File: config.mk
export PLATFORM = sky130hd
export DESIGN_NAME = iowd_top
export DESIGN_NICKNAME = d
export VERILOG_FILES = /design/src/rtl/iowd_pkg.sv /design/src/rtl/iowd_top.sv /design/src/rtl/iowd_window.sv
export SDC_FILE = /design/constraint.sdc
export NUM_CORES = 1
export LEC_CHECK = 0
export ABC_AREA = 1
export ABC_CLOCK_PERIOD_IN_PS = 2100
export BUFFER_PORTS_ARGS = -buffer_cell sky130_fd_sc_hd__buf_2
export CORE_ASPECT_RATIO = 1.2
export CORE_UTILIZATION = 40
export CTS_BUF_LIST = sky130_fd_sc_hd__clkbuf_2
export DETAILED_ROUTE_END_ITERATION = 6
export GPL_TIMING_DRIVEN = 1
export HOLD_SLACK_MARGIN = 0.03
export REMOVE_ABC_BUFFERS = 1
export SETUP_SLACK_MARGIN = 0.3
export SYNTH_ARGS = -nofsm -noshare
export SYNTH_HDL_FRONTEND = slang
export SYNTH_HIERARCHICAL = 1
export SYNTH_SLANG_ARGS = --single-unit
File: constraint.sdc
create_clock -name CLK -period 2.1 [get_ports CLK]
set_input_delay 0.105 -clock CLK [delete_from_list [all_inputs] [get_ports CLK]]
set_output_delay 0.105 -clock CLK [all_outputs]
set_load 0.05 [all_outputs]
File: src/rtl/iowd_pkg.sv
package iowd_pkg;
   // register indexes; byte address on the bus is four times the index
   localparam logic [5:0] IDX_MAP_EN      = 6'h06;
   localparam logic [5:0] IDX_WIN_CTL     = 6'h07;
   localparam logic [5:0] IDX_W0_START_LO = 6'h08;
   localparam logic [5:0] IDX_W0_START_HI = 6'h09;
   localparam logic [5:0] IDX_W0_END_LO   = 6'h0A;
   localparam logic [5:0] IDX_W0_END_HI   = 6'h0B;
   localparam logic [5:0] IDX_W1_START_LO = 6'h0C;
   localparam logic [5:0] IDX_W1_START_HI = 6'h0D;
   localparam logic [5:0] IDX_W1_END_LO   = 6'h0E;
   localparam logic [5:0] IDX_W1_END_HI   = 6'h0F;
   localparam logic [5:0] IDX_W0_OFF_LO   = 6'h36;
   localparam logic [5:0] IDX_W0_OFF_HI   = 6'h37;
   localparam logic [5:0] IDX_W1_OFF_LO   = 6'h38;
   localparam logic [5:0] IDX_W1_OFF_HI   = 6'h39;
   localparam logic [5:0] IDX_STATUS      = 6'h3A;

   // bus address width and index field position
   localparam int ADDR_W   = 8;
   localparam int IDX_LSB  = 2;

   // mapping enable fields
   localparam int MAP_EN_W0_BIT = 6;
   localparam int MAP_EN_W1_BIT = 7;
   localparam logic [7:0] MAP_EN_MASK = 8'hC0;

   // window control fields
   localparam int CTL_W0_SIZE_BIT = 0;
   localparam int CTL_W0_AUTO_BIT = 1;
   localparam int CTL_W1_SIZE_BIT = 4;
   localparam int CTL_W1_AUTO_BIT = 5;

   // reset values
   localparam logic [7:0]  REG8_RST  = 8'h00;
   localparam logic [15:0] REG16_RST = 16'h0000;

   // bus responses
   localparam logic [1:0] RESP_OKAY   = 2'h0;
   localparam logic [1:0] RESP_SLVERR = 2'h2;

   // number of host windows per socket
   localparam int NUM_WIN = 2;
endpackage

File: src/rtl/iowd_top.sv
// The AXI4-Lite register port was decided locally.
`timescale 1ns/1ps
// Function
// - claim only inside inclusive start..end range
// - two independent windows, same layout
// - start low byte at 08h, 0Ch
// - start high byte at 09h, 0Dh
// - end low byte at 0Ah, 0Eh
// - end high byte at 0Bh, 0Fh
// - card address is host plus offset, offset bit 0 ignored
// - offset high byte at 37h, 39h
// - window answers only while enable bit set
// - width from card indicator or size bit
module iowd_top (
   input  wire logic                      CLK,
   input  wire logic                      SYS_RST,
   input  wire logic [iowd_pkg::ADDR_W-1:0] S_AXI_AWADDR,
   input  wire logic                      S_AXI_AWVALID,
   output logic                           S_AXI_AWREADY,
   input  wire logic [31:0]               S_AXI_WDATA,
   input  wire logic [3:0]                S_AXI_WSTRB,
   input  wire logic                      S_AXI_WVALID,
   output logic                           S_AXI_WREADY,
   output logic [1:0]                     S_AXI_BRESP,
   output logic                           S_AXI_BVALID,
   input  wire logic                      S_AXI_BREADY,
   input  wire logic [iowd_pkg::ADDR_W-1:0] S_AXI_ARADDR,
   input  wire logic                      S_AXI_ARVALID,
   output logic                           S_AXI_ARREADY,
   output logic [31:0]                    S_AXI_RDATA,
   output logic [1:0]                     S_AXI_RRESP,
   output logic                           S_AXI_RVALID,
   input  wire logic                      S_AXI_RREADY,
   input  wire logic                      IO_REQ,
   input  wire logic [15:0]               IO_ADDR,
   input  wire logic                      CARD_IO_WIDTH_INDICATOR_N,
   output logic                           IO_DONE,
   output logic                           IO_CLAIM,
   output logic                           IO_HIT_WIN,
   output logic [15:0]                    CARD_ADDR,
   output logic                           CARD_WIDE
);
   import iowd_pkg::*;

   // window configuration storage
   logic [7:0]  map_en_r;             // mapping enable, bits 7:6 kept
   logic [7:0]  win_ctl_r;            // window control
   logic [15:0] start_r [NUM_WIN];    // inclusive start per window
   logic [15:0] end_r   [NUM_WIN];    // inclusive end per window
   logic [15:0] off_r   [NUM_WIN];    // card offset per window

   // write channel state
   logic        awready_r;            // address slot free
   logic        aw_full_r;            // address held
   logic [5:0]  aw_idx_r;             // held register index
   logic        wready_r;             // data slot free
   logic        w_full_r;             // data held
   logic [7:0]  wdata_r;              // held low byte
   logic        wlane_r;              // held strobe of byte lane 0
   logic        bvalid_r;             // write answer pending
   logic [1:0]  bresp_r;              // write answer code
   logic        wr_go;                // both halves present, do the write

   // read channel state
   logic        arready_r;            // read slot free
   logic        rvalid_r;             // read answer pending
   logic [31:0] rdata_r;              // read answer data
   logic [1:0]  rresp_r;              // read answer code
   logic [7:0]  rd_val;               // decoded read value
   logic        rd_ok;                // read index mapped

   // card width indicator synchroniser
   logic        ind_meta_r;           // first stage, read only by second
   logic        ind_sync_r;           // safe copy, low means 16-bit card

   // host cycle result
   logic        done_r;               // result strobe
   logic        claim_r;              // cycle claimed
   logic        win_r;                // claiming window
   logic [15:0] card_addr_r;          // translated address
   logic        wide_r;               // 16-bit data path
   logic        last_claim_r;         // sticky copy for status
   logic        last_win_r;           // sticky copy for status
   logic        last_wide_r;          // sticky copy for status

   // per window decode outputs
   logic [NUM_WIN-1:0] en_w;          // enable per window
   logic [NUM_WIN-1:0] hit_w;         // range hit per window
   logic [15:0]        card_w [NUM_WIN]; // translated address per window
   logic [NUM_WIN-1:0] wide_w;        // resolved width per window

   // enable bits for the two windows
   assign en_w[0] = map_en_r[MAP_EN_W0_BIT];
   assign en_w[1] = map_en_r[MAP_EN_W1_BIT];

   // width: card indicator under auto-size, else the size bit
   assign wide_w[0] = win_ctl_r[CTL_W0_AUTO_BIT] ? ~ind_sync_r
                    : win_ctl_r[CTL_W0_SIZE_BIT];
   assign wide_w[1] = win_ctl_r[CTL_W1_AUTO_BIT] ? ~ind_sync_r
                    : win_ctl_r[CTL_W1_SIZE_BIT];

   // one identical decoder per window
   generate
      for (genvar g = 0; g < NUM_WIN; g++) begin : g_win
         iowd_window u_win (
            .en         (en_w[g]),
            .host_addr  (IO_ADDR),
            .start_addr (start_r[g]),
            .end_addr   (end_r[g]),
            .offset     (off_r[g]),
            .hit        (hit_w[g]),
            .card_addr  (card_w[g])
         );
      end
   endgenerate

   // card pin crosses two flops before any logic sees it
   always_ff @(posedge CLK) begin
      if (SYS_RST) begin
         ind_meta_r <= 1'b1;
         ind_sync_r <= 1'b1;
      end else begin
         ind_meta_r <= CARD_IO_WIDTH_INDICATOR_N;
         ind_sync_r <= ind_meta_r;
      end
   end

   // host cycle: decide one cycle after the request
   // window 0 wins when both ranges overlap; software should avoid it
   always_ff @(posedge CLK) begin
      if (SYS_RST) begin
         done_r      <= 1'b0;
         claim_r     <= 1'b0;
         win_r       <= 1'b0;
         card_addr_r <= REG16_RST;
         wide_r      <= 1'b0;
      end else begin
         done_r <= IO_REQ;
         if (IO_REQ) begin
            claim_r <= |hit_w;
            if (hit_w[0]) begin
               win_r       <= 1'b0;
               card_addr_r <= card_w[0];
               wide_r      <= wide_w[0];
            end else if (hit_w[1]) begin
               win_r       <= 1'b1;
               card_addr_r <= card_w[1];
               wide_r      <= wide_w[1];
            end else begin
               // a miss leaves no stale address on the card side
               win_r       <= 1'b0;
               card_addr_r <= REG16_RST;
               wide_r      <= 1'b0;
            end
         end
      end
   end

   // status copy of the latest decision, taken while IO_DONE is high and kept until the next IO_DONE
   always_ff @(posedge CLK) begin
      if (SYS_RST) begin
         last_claim_r <= 1'b0;
         last_win_r   <= 1'b0;
         last_wide_r  <= 1'b0;
      end else if (done_r) begin
         last_claim_r <= claim_r;
         last_win_r   <= win_r;
         last_wide_r  <= wide_r;
      end
   end

   // write goes ahead once address and data are both held
   assign wr_go = aw_full_r && w_full_r && !bvalid_r;

   // write address channel; slot reopens after the answer is taken
   always_ff @(posedge CLK) begin
      if (SYS_RST) begin
         awready_r <= 1'b1;
         aw_full_r <= 1'b0;
         aw_idx_r  <= 6'h00;
      end else begin
         if (S_AXI_AWVALID && awready_r) begin
            awready_r <= 1'b0;
            aw_full_r <= 1'b1;
            aw_idx_r  <= S_AXI_AWADDR[IDX_LSB +: 6];
         end else if (bvalid_r && S_AXI_BREADY) begin
            awready_r <= 1'b1;
         end
         if (wr_go) begin
            aw_full_r <= 1'b0;
         end
      end
   end

   // write data channel; only the low byte carries register data
   always_ff @(posedge CLK) begin
      if (SYS_RST) begin
         wready_r <= 1'b1;
         w_full_r <= 1'b0;
         wdata_r  <= REG8_RST;
         wlane_r  <= 1'b0;
      end else begin
         if (S_AXI_WVALID && wready_r) begin
            wready_r <= 1'b0;
            w_full_r <= 1'b1;
            wdata_r  <= S_AXI_WDATA[7:0];
            wlane_r  <= S_AXI_WSTRB[0];
         end else if (bvalid_r && S_AXI_BREADY) begin
            wready_r <= 1'b1;
         end
         if (wr_go) begin
            w_full_r <= 1'b0;
         end
      end
   end

   // write answer; an unknown index gets a slave error
   always_ff @(posedge CLK) begin
      if (SYS_RST) begin
         bvalid_r <= 1'b0;
         bresp_r  <= RESP_OKAY;
      end else if (wr_go) begin
         bvalid_r <= 1'b1;
         bresp_r  <= is_mapped(aw_idx_r) ? RESP_OKAY : RESP_SLVERR;
      end else if (bvalid_r && S_AXI_BREADY) begin
         bvalid_r <= 1'b0;
      end
   end

   // index decode shared by read and write
   function automatic logic is_mapped(input logic [5:0] idx);
      logic ok;
      ok = 1'b0;
      case (idx)
         IDX_MAP_EN, IDX_WIN_CTL, IDX_STATUS: ok = 1'b1;
         IDX_W0_START_LO, IDX_W0_START_HI: ok = 1'b1;
         IDX_W0_END_LO, IDX_W0_END_HI: ok = 1'b1;
         IDX_W1_START_LO, IDX_W1_START_HI: ok = 1'b1;
         IDX_W1_END_LO, IDX_W1_END_HI: ok = 1'b1;
         IDX_W0_OFF_LO, IDX_W0_OFF_HI: ok = 1'b1;
         IDX_W1_OFF_LO, IDX_W1_OFF_HI: ok = 1'b1;
         default: ok = 1'b0;
      endcase
      return ok;
   endfunction

   // register writes; lane 0 must be strobed, status is read only
   // offset bit 0 is stored as written; the adder never uses it
   always_ff @(posedge CLK) begin
      if (SYS_RST) begin
         map_en_r  <= REG8_RST;
         win_ctl_r <= REG8_RST;
         for (int i = 0; i < NUM_WIN; i++) begin
            start_r[i] <= REG16_RST;
            end_r[i]   <= REG16_RST;
            off_r[i]   <= REG16_RST;
         end
      end else if (wr_go && wlane_r) begin
         case (aw_idx_r)
            IDX_MAP_EN:      map_en_r <= wdata_r & MAP_EN_MASK;
            IDX_WIN_CTL:     win_ctl_r <= wdata_r;
            IDX_W0_START_LO: start_r[0][7:0] <= wdata_r;
            IDX_W1_START_LO: start_r[1][7:0] <= wdata_r;
            IDX_W0_START_HI: start_r[0][15:8] <= wdata_r;
            IDX_W1_START_HI: start_r[1][15:8] <= wdata_r;
            IDX_W0_END_LO:   end_r[0][7:0] <= wdata_r;
            IDX_W1_END_LO:   end_r[1][7:0] <= wdata_r;
            IDX_W0_END_HI:   end_r[0][15:8] <= wdata_r;
            IDX_W1_END_HI:   end_r[1][15:8] <= wdata_r;
            IDX_W0_OFF_LO:   off_r[0][7:0] <= wdata_r;
            IDX_W1_OFF_LO:   off_r[1][7:0] <= wdata_r;
            IDX_W0_OFF_HI:   off_r[0][15:8] <= wdata_r;
            IDX_W1_OFF_HI:   off_r[1][15:8] <= wdata_r;
            default: ;
         endcase
      end
   end

   // read decode from the incoming address
   always_comb begin
      rd_val = REG8_RST;
      rd_ok  = is_mapped(S_AXI_ARADDR[IDX_LSB +: 6]);
      case (S_AXI_ARADDR[IDX_LSB +: 6])
         IDX_MAP_EN:      rd_val = map_en_r;
         IDX_WIN_CTL:     rd_val = win_ctl_r;
         IDX_W0_START_LO: rd_val = start_r[0][7:0];
         IDX_W0_START_HI: rd_val = start_r[0][15:8];
         IDX_W0_END_LO:   rd_val = end_r[0][7:0];
         IDX_W0_END_HI:   rd_val = end_r[0][15:8];
         IDX_W1_START_LO: rd_val = start_r[1][7:0];
         IDX_W1_START_HI: rd_val = start_r[1][15:8];
         IDX_W1_END_LO:   rd_val = end_r[1][7:0];
         IDX_W1_END_HI:   rd_val = end_r[1][15:8];
         IDX_W0_OFF_LO:   rd_val = off_r[0][7:0];
         IDX_W0_OFF_HI:   rd_val = off_r[0][15:8];
         IDX_W1_OFF_LO:   rd_val = off_r[1][7:0];
         IDX_W1_OFF_HI:   rd_val = off_r[1][15:8];
         // live indicator, then sticky last width, window, claim
         IDX_STATUS: rd_val = {4'h0, ~ind_sync_r, last_wide_r,
                               last_win_r, last_claim_r};
         default:         rd_val = REG8_RST;
      endcase
   end

   // read channel; one read in flight, answer the cycle after taking
   always_ff @(posedge CLK) begin
      if (SYS_RST) begin
         arready_r <= 1'b1;
         rvalid_r  <= 1'b0;
         rdata_r   <= 32'h0000_0000;
         rresp_r   <= RESP_OKAY;
      end else if (S_AXI_ARVALID && arready_r) begin
         arready_r <= 1'b0;
         rvalid_r  <= 1'b1;
         rdata_r   <= {24'h00_0000, rd_val};
         rresp_r   <= rd_ok ? RESP_OKAY : RESP_SLVERR;
      end else if (rvalid_r && S_AXI_RREADY) begin
         arready_r <= 1'b1;
         rvalid_r  <= 1'b0;
      end
   end

   // outputs, all from flops
   assign S_AXI_AWREADY = awready_r;
   assign S_AXI_WREADY  = wready_r;
   assign S_AXI_BVALID  = bvalid_r;
   assign S_AXI_BRESP   = bresp_r;
   assign S_AXI_ARREADY = arready_r;
   assign S_AXI_RVALID  = rvalid_r;
   assign S_AXI_RDATA   = rdata_r;
   assign S_AXI_RRESP   = rresp_r;
   assign IO_DONE       = done_r;
   assign IO_CLAIM      = claim_r;
   assign IO_HIT_WIN    = win_r;
   assign CARD_ADDR     = card_addr_r;
   assign CARD_WIDE     = wide_r;
endmodule

File: src/rtl/iowd_window.sv
`timescale 1ns/1ps
// one host I/O window: inclusive range compare and card address forming
module iowd_window (
   input  wire logic        en,
   input  wire logic [15:0] host_addr,
   input  wire logic [15:0] start_addr,
   input  wire logic [15:0] end_addr,
   input  wire logic [15:0] offset,
   output logic             hit,
   output logic [15:0]      card_addr
);
   import iowd_pkg::*;

   // claim only inside [start, end] and only while enabled
   assign hit = en && (host_addr >= start_addr)
                   && (host_addr <= end_addr);

   // add the offset above bit 0; the sum wraps in 15 bits
   assign card_addr[15:1] = host_addr[15:1] + offset[15:1];
   // offset bit 0 is ignored, so host bit 0 passes straight through
   assign card_addr[0] = host_addr[0];
endmodule

==> results.toml, run 1 <==
[run_status]
status = "finished with violations"
violations = "negative setup slack"

[clock_tree]
clockBufferDepth = 2
cts_tree = "yes"
numCtsBuffers = 17
cts.root.buffer_cell = "clkbuf_2"
clkSlewWorstSetupHoldPaths_ns = 0.26
h-tree-depth = 4
cts.sinks = 164
clock_latency_ns = 0.81

[sta]
worst_hold_slack_ns = 0.03818
setup_viol = 18
period_share = 1.073
clock_skew_ns = 0.03881
layout_min_cycle_time_ns = 2.252
finalHoldViolations = 0
rsz0062_at_grt = "yes"
tightest_slew_ns = 0.6004
fmaxAchievable_mhz = 444.0
tns_ns = -2.272
fin_ws_ns = -0.1524
max_slew_margin = 0.5993
slew_violations = 0

[critical_path]
rrSetupSlack_ns = -0.15
crit_arrival_ns = 3.00
reg2reg_depth = 14
start_kind = "flop"
endpoint_kind = "flop"
timing.rr.end = "CARD_ADDR[11]"
required_ns = 2.85
criticalPathCategory = "reg -> reg"
rr_startpoint = "end_r[0][11]"
crit_path_max_fanout = 8

[grt]
grt_usage = 0.2613
grt_pass1_vias = 9523
grt_pass1_wl_um = 51160
grt_overflow = 0
grt_max_degree = 57
antenna_found_initial = 1

[routing]
dr.max_layer_used = "met4"
dr_wl_met3_um = 1309
wl_met2_um = 17420
finalWirelength_um = 34290
ant_nets = 0
vias = 9859
first_pass_iters = 7
drtIter0Drc = 556
drc = 0
post_drt_via_cell_ratio = 5.111
wl_met1_um = 13910
wl_per_cell_um = 17.78

[layout]
utilization = 0.5176
drive_gt1_frac = 0.2428
final_common_cell = "nand2_1"
most-common-layout-cells = "267 x nand2_1, 143 x inv_1, 135 x nor2_1"
syn_to_final_growth_pct = 27.22
fin_nets = 1756

[floorplanning]
start_util = 0.4069
ios = 138
rows = 64
die_y_um = 178.6
die_w_um = 149.2
fp.dieArea_mm2 = 0.02664
core_area_mm2 = 0.02554

[logic_synthesis]
async_flop_share = 0
synth_edf_count = 96
synth_area_mm2 = 0.01039
synth-seq-area-share = 0.4083
yosysUniqueCellTypes = 43
syn_area_per_cell_um2 = 7.803
yosys_warnings = 6
synthFlopType = "edfxtp_1"
syn_inst = 1332
synth_seq_cells = 164

[worst_hold_path]
holdPathStages = 5
hp-class = "in -> reg"
holdPathEnd = "CARD_ADDR[2]"
hp-start = "IO_ADDR[2]"

[pwr]
power.density_mw_per_mm2 = 515.6
p_leak_nw = 6.181
peakVddDrop_uv = 341.4
power_mw = 6.817

[placement]
routabilityCongestion = 0.9632
dp_hpwl_um = 26680
place.port_buffers = 80
pre_cts_ws_ns = -0.4401

[job]
cap_viol_max_count = 0
power breakdown:
group / internal, mW / switching, mW
combinational: 0.568 / 1.01
sequential: 3.51 / 0.0744
clock: 0.363 / 1.29
logic make-up (layout without fill, tap and decap cells):
logic type | after synthesis | count (layout) | synth area share
AOI/OAI and AO/OA | 185 | 185 | 0.09787
and+or+nand+nor | 643 | 643 | 0.2681
adders and majority gates | 94 | 94 | 0.1146
DFF | 164 | 164 | 0.4083
other | 1 | 27 | 0.0003608
xor gates and xnor gates | 21 | 21 | 0.01770
buffers and inverters | 224 | 465 | 0.09305
cell type report:
type,count,area (µm²)
fillers,2478,12320
multi-input cells,969,5717
flip-flops and latches,164,4249
repair buffers,264,1984
inverters,169,645.6
well taps,330,412.9
clock inverters,14,121.4
clock buffers,18,90.09
diodes,1,2.502
registers in the layout, summed over array words and instances (netlist names), 2 cells and up, named ones only:
signal and flops:
start_r 32, map_en_r 2, aw_idx_r 6, S_AXI_RDATA 8, CARD_ADDR 16, end_r 32
win_ctl_r 8, off_r 32, wdata_r 8
worst max-delay path, cell delays in order, from the launching register on:
cell and delay, ns:
edfxtp_1 0.40, inv_1 0.05, ha_1 0.33, nand4_1 0.27
nor2_2 0.16, nand2_1 0.08, a21oi_2 0.13, buf_4 0.13
nor2_4 0.04, nor2_4 0.13, nand2_2 0.09, inv_4 0.10
buf_12 0.13, nand2_1 0.05, a31oi_1 0.13
cells in the mapped netlist (all sizes together) (3+ instances only):
master  count  area, µm²
a21o        4      31.28
nand3b      4      30.03
and2        3      21.27
nor3       20      127.6
buf        42      284.0
nor2      157      621.8
nand3     138      705.7
clkinv      5      18.77
a21oi      90      480.5
ha         92       1151
edfxtp     96       2883
clkbuf     13      48.80
or2         4      25.03
o21bai      5      37.54
xor2       15      131.4
inv       164      615.6
xnor2       6      52.55
nand4      16      100.1
nand2     301       1155
a31oi      18      112.6
o21ai      64      324.1
dfxtp      68       1361
through the flow:
stage / cell area, µm² / cells
floorplan: 10150 / 1302
global placement: 11780 / 1816
detailed placement: 11780 / 1816
CTS: 12970 / 1918
global route: 13220 / 1929
finish: 13220 / 1929
how the worst max path moves through the flow:
stage / slack [ns] / end / from / cells past startpoint
after floorplan: -0.68 / S_AXI_RDATA[4] / S_AXI_ARADDR[6] / 11
after global placement: -0.39 / CARD_ADDR[15] / end_r[0][13] / 12
after detailed placement: -0.44 / CARD_ADDR[11] / end_r[0][13] / 12
after CTS: -0.12 / CARD_ADDR[11] / start_r[0][17] / 18
after global routing: -0.28 / CARD_ADDR[11] / end_r[0][11] / 14
final: -0.15 / CARD_ADDR[11] / end_r[0][11] / 14
metal layers:
layer  track usage  vias up
met3       0.03069       74
li1              -     4893
met4        0.1395        0
met2        0.4758      280
met1        0.2963     4612
met5             0        -
what timing repair did:
action,4_1_cts,5_1_grt
hold endpoints to repair,53,0
cloned,1,0
hold buffers,50,0
pin swaps,25,23
buffers inserted,19,11
resized for setup,79,48
endpoints found under the setup margin,98,177
Power figures use the tool's default switching activity.
==> inputs of run 2 (changes only) <==
CAP_MARGIN = 10   (was unset)
PLACE_DENSITY = 0.65   (was unset)
==> run 2 against run 1 <==
Compared with the run above: the flow finishes with violations (design-rule violations, negative setup slack); final cell count decreased by 0.31%; clock skew up 0.011 ns; register-to-register slack gained 0.02 ns; worst setup slack improved by 0.019 ns; sequential power is essentially flat; sequential share of layout area increased by 0.11 points.
==> results.toml, run 2 (synthesis gave the netlist of run 1 again) <==
[run_status]
status = "finished with violations"
violations = "design-rule violations, negative setup slack"

[placement]
dp_hpwl_um = 25680
place.port_buffers = 80
routabilityCongestion = 0.9615

[sta]
tns_ns = -1.700
setup_viol = 19
max_slew_margin = 0.5837
slew_violations = 0
finalHoldViolations = 0
rsz0062_at_grt = "yes"
layout_min_cycle_time_ns = 2.233
clock_skew_ns = 0.05011
tightest_slew_ns = 0.6237
period_share = 1.063
worst_hold_slack_ns = 0.1221
fmaxAchievable_mhz = 447.8
fin_ws_ns = -0.1333

[critical_path]
start_kind = "flop"
criticalPathCategory = "reg -> reg"
cpPeakStageDelay_ns = 0.48
timing.rr.end = "CARD_ADDR[9]"
crit_arrival_ns = 2.96
rr_startpoint = "start_r[0][5]"
reg2reg_depth = 18
crit_path_max_fanout = 8
rrSetupSlack_ns = -0.13
cpMostUsedCell = "nand2_1"
cp_cell_sequence = "inv_2 -> ha_4 -> nand2_1 -> nand2_1 -> nand2_2 -> nand2_2 -> nor2_1 -> nand2_1 -> nand2_1 -> nand2_1 -> nand2_2 -> nor2_4 -> nor2_4 -> nand2_4 -> inv_6 -> buf_12 -> nand2_2 -> a31oi_1"
path_depth = 18
path_delay_family = "simple AND/OR/NAND/NOR gates"
required_ns = 2.83
crit_slowest_cell = "edfxtp_1"
endpoint_kind = "flop"
path_buf_inv = 3

[grt]
grt_overflow = 0
antenna_found_initial = 1
grt_pass1_wl_um = 50210
grt_pass1_vias = 9536
grt_max_degree = 57
grt_usage = 0.2552

[layout]
reg.largest.list = "end_r x32, off_r x32, start_r x32"
utilization = 0.5160
most-common-layout-cells = "269 x nand2_1, 144 x inv_1, 134 x nand3_1"
final_common_cell = "nand2_1"
fin_nets = 1750
syn_to_final_growth_pct = 26.81
drive_gt1_frac = 0.2324

[floorplanning]
fp.dieArea_mm2 = 0.02664
rows = 64
die_w_um = 149.2
core_area_mm2 = 0.02554
start_util = 0.4069
die_y_um = 178.6
ios = 138

[worst_hold_path]
holdPathStages = 6
holdPathEnd = "CARD_ADDR[10]"
hp-start = "IO_ADDR[10]"
hp-class = "in -> reg"

[routing]
drc = 2
ant_nets = 0
finalWirelength_um = 33310
post_drt_via_cell_ratio = 5.154
wl_per_cell_um = 17.32
vias = 9911
drtIter0Drc = 731
first_pass_iters = 7

[clock_tree]
cts_tree = "yes"
cts.sinks = 164
clkSlewWorstSetupHoldPaths_ns = 0.29
numCtsBuffers = 17
h-tree-depth = 4
clock_latency_ns = 0.80
clockBufferDepth = 2
cts.root.buffer_cell = "clkbuf_2"

[job]
cap_viol_max_count = 0

[pwr]
power.density_mw_per_mm2 = 521.5
p_leak_nw = 6.146
peakVddDrop_uv = 331.9
[run 2: power breakdown]
part | internal (mW) | switching (mW) | leakage [nW]
sequential | 3.51 | 0.0740 | 1.55
clock | 0.475 | 1.27 | 0.144
combinational | 0.546 | 0.998 | 4.46
[run 2: worst max path at each step]
stage / startpoint / endpoint
detailed placement: start_r[0][18] / CARD_ADDR[11]
finish: start_r[0][5] / CARD_ADDR[9]
floorplan: S_AXI_ARADDR[6] / S_AXI_RDATA[4]
global route: start_r[0][5] / CARD_ADDR[9]
global placement: end_r[0][13] / CARD_ADDR[13]
CTS: end_r[0][21] / CARD_ADDR[8]
[run 2: layout make-up]
class                           count  area, µm²
Clock inverter                     14      141.4
Inverter                          169      649.4
Clock buffer                       18      90.09
Antenna cell                        1      2.502
Tap cell                          330      412.9
Timing Repair Buffer              258       1957
Sequential cell                   164       4250
Fill cell                        2413      12360
Multi-Input combinational cell    969       5677
[run 2: through the flow]
step | setup WS, ns | instances | power [mW] | area, µm²
CTS | -0.1047 | 1916 | 6.869 | 12930
global placement | -0.2126 | 1812 | 4.979 | 11750
detailed placement | -0.2944 | 1812 | 4.996 | 11750
floorplan | -0.6839 | 1302 | 4.470 | 10150
global route | -0.3306 | 1923 | 7.195 | 13180
finish | -0.1333 | 1923 | 6.874 | 13180
[run 2: layer usage]
layer  track usage  vias to the layer above  part of all wire
li1              -                     4882                 -
met1        0.2886                     4567              0.39
met2        0.4576                      381              0.50
met3       0.03043                       81             0.059
met4        0.1531                        0             0.056
met5             0                        -                 0
[run 2: worst min-delay path, cell delays in order]
cell,delay (ns)
buf_2,0.19
buf_4,0.15
ha_1,0.18
xnor2_1,0.10
nand3_1,0.08
a31oi_1,0.07
[run 2: what timing repair did]
action | 4_1_cts | 5_1_grt
resized for setup | 68 | 57
endpoints found under the setup margin | 89 | 174
cloned | 1 | 0
hold buffers | 60 | 0
hold endpoints to repair | 68 | 0
setup buffers | 11 | 9
pin swaps | 17 | 16
==> inputs of run 3 (changes only) <==
SETUP_SLACK_MARGIN = 0.15   (was 0.3)
==> run 3 against run 2 <==
Compared with the run above: the flow finishes with violations (negative setup slack); clock power barely moved; critical path depth fell by 3; final cell count did not move; design area fell by 0.79%; via count rose by 0.13%; combinational power barely moved; register-to-register slack barely moved; count of clock-buffer cells in the layout did not move; maximum frequency fell by 0.56%; largest cell class unchanged; highest routed layer unchanged.
==> results.toml, run 3 (synthesis gave the netlist of run 1 again) <==
[run_status]
status = "finished with violations"
violations = "negative setup slack"

[layout]
utilization = 0.5119
reg.largest.list = "end_r x32, off_r x32, start_r x32"
instances_no_fill = 1923
fin_nets = 1749
most-common-layout-cells = "273 x nand2_1, 145 x inv_1, 137 x nor2_1"
syn_to_final_growth_pct = 25.81
drive_gt1_frac = 0.2168
fin_area_mm2 = 0.01308
final_common_cell = "nand2_1"

[placement]
pre_cts_ws_ns = -0.2944
dp_hpwl_um = 25680
dp.cells = 1812
routabilityCongestion = 0.9615
place.port_buffers = 80
placed_area_mm2 = 0.01175

[floorplanning]
core_area_mm2 = 0.02554
rows = 64
die_y_um = 178.6
fp.dieArea_mm2 = 0.02664
die_w_um = 149.2
ios = 138
start_util = 0.4069

[critical_path]
crit_arrival_ns = 2.99
path_buf_inv = 4
path_delay_family = "simple AND/OR/NAND/NOR gates"
endpoint_kind = "flop"
crit_slowest_cell = "edfxtp_1"
criticalPathCategory = "reg -> reg"
start_kind = "flop"
crit_path_max_fanout = 8
cp_cell_sequence = "inv_1 -> ha_4 -> nand2_2 -> nor2_4 -> nand4_1 -> nor2_1 -> a21oi_2 -> nor2_4 -> inv_2 -> nor2_4 -> nand2_4 -> inv_6 -> buf_12 -> nand2_2 -> a31oi_1"
cpMostUsedCell = "nor2_4"
cpPeakStageDelay_ns = 0.43
required_ns = 2.84

[pwr]
peakVddDrop_uv = 358.3
p_leak_nw = 6.118
power.density_mw_per_mm2 = 526.3

[routing]
wl_per_cell_um = 17.35
vias = 9924
post_drt_via_cell_ratio = 5.161
drc = 0
ant_nets = 0
finalWirelength_um = 33370
first_pass_iters = 6
drtIter0Drc = 845

[clock_tree]
cts.root.buffer_cell = "clkbuf_2"
clockBufferDepth = 2
clock_latency_ns = 0.80
cts_tree = "yes"
clkSlewWorstSetupHoldPaths_ns = 0.26
cts.sinks = 164
h-tree-depth = 4
numCtsBuffers = 17

[grt]
antenna_found_initial = 1
grt_overflow = 0
grt_usage = 0.2551
grt_max_degree = 57
grt_pass1_vias = 9502
grt_pass1_wl_um = 50070

[sta]
clock_skew_ns = 0.05012
finalHoldViolations = 0
rsz0062_at_grt = "yes"
fin_ws_ns = -0.1459
layout_min_cycle_time_ns = 2.246
period_share = 1.069
setup_viol = 19
fmaxAchievable_mhz = 445.3
slew_violations = 0
max_slew_margin = 0.6123
tightest_slew_ns = 0.5809

[worst_hold_path]
hp-class = "in -> reg"

[job]
cap_viol_max_count = 0
==> run 3: cell count changes in the layout (fill, tap and decap cells not counted), moves of 5 or more <==
| cell | before | now |
|---|---|---|
| nor2_4 | 13 | 7 |
| nor2_2 | 19 | 13 |
| dfxtp_2 | 5 | 0 |
| nor2_1 | 125 | 137 |
==> run 3: area by class of cell <==
type	count	area [µm²]
Antenna cell	2	5.005
Clock buffer	18	90.09
Clock inverter	14	141.4
Fill cell	2429	12470
Inverter	169	639.4
Multi-Input combinational cell	969	5598
Sequential cell	164	4248
Tap cell	330	412.9
Timing Repair Buffer	257	1942
==> run 3: worst paths after layout <==
| path | slack, ns | start | to | cells past startpoint |
|---|---|---|---|---|
| worst min-delay path | 0.11 | IO_ADDR[10] | CARD_ADDR[10] | 6 |
| worst max register to register | -0.15 | end_r[0][23] | CARD_ADDR[9] | 15 |
| worst max-delay path | -0.15 | end_r[0][23] | CARD_ADDR[9] | 15 |
| worst min register to register | 0.41 | ind_meta_r | ind_sync_r | 1 |
==> run 3: power by group <==
group / switching [mW] / total [mW] / internal (mW) / leakage (nW)
combinational: 0.993 / 1.54 / 0.550 / 4.43
clock: 1.28 / 1.76 / 0.475 / 0.144
sequential: 0.0724 / 3.58 / 3.51 / 1.55
total: 2.35 / 6.88 / 4.54 / 6.12
==> run 3: tightest hold or removal path: stages <==
cell	delay (ns)
buf_2	0.18
buf_4	0.15
ha_1	0.18
xnor2_1	0.10
nand3_1	0.08
a31oi_1	0.07
==> run 3: through the flow <==
stage          hold slack (ns)  total power [mW]  TNS [ns]
5_1_grt                0.07966             7.187    -5.064
2_1_floorplan           0.1674             4.470    -9.112
6_report                0.1069             6.882    -2.063
3_3_place_gp            0.2985             4.979    -3.538
4_1_cts                0.03561             6.866    -1.298
3_5_place_dp            0.3013             4.996    -4.826
==> run 3: per-layer routing <==
layer	GRT usage	up-vias	share of wire	wire [µm]
met4	0.1480	0	0.050	1680
met1	0.2901	4607	0.40	13310
met3	0.02788	80	0.048	1602
li1	-	4887	-	-
met2	0.4595	350	0.50	16780
met5	0	-	0	0
==> run 3: repair_timing <==
item / in CTS / in global routing
gates cloned: 1 / 0
buffers inserted: 10 / 5
endpoints found under the setup margin: 19 / 135
gates resized for setup: 49 / 42
pin swaps: 16 / 14
hold endpoints to repair: 60 / 0
hold buffers: 62 / 0
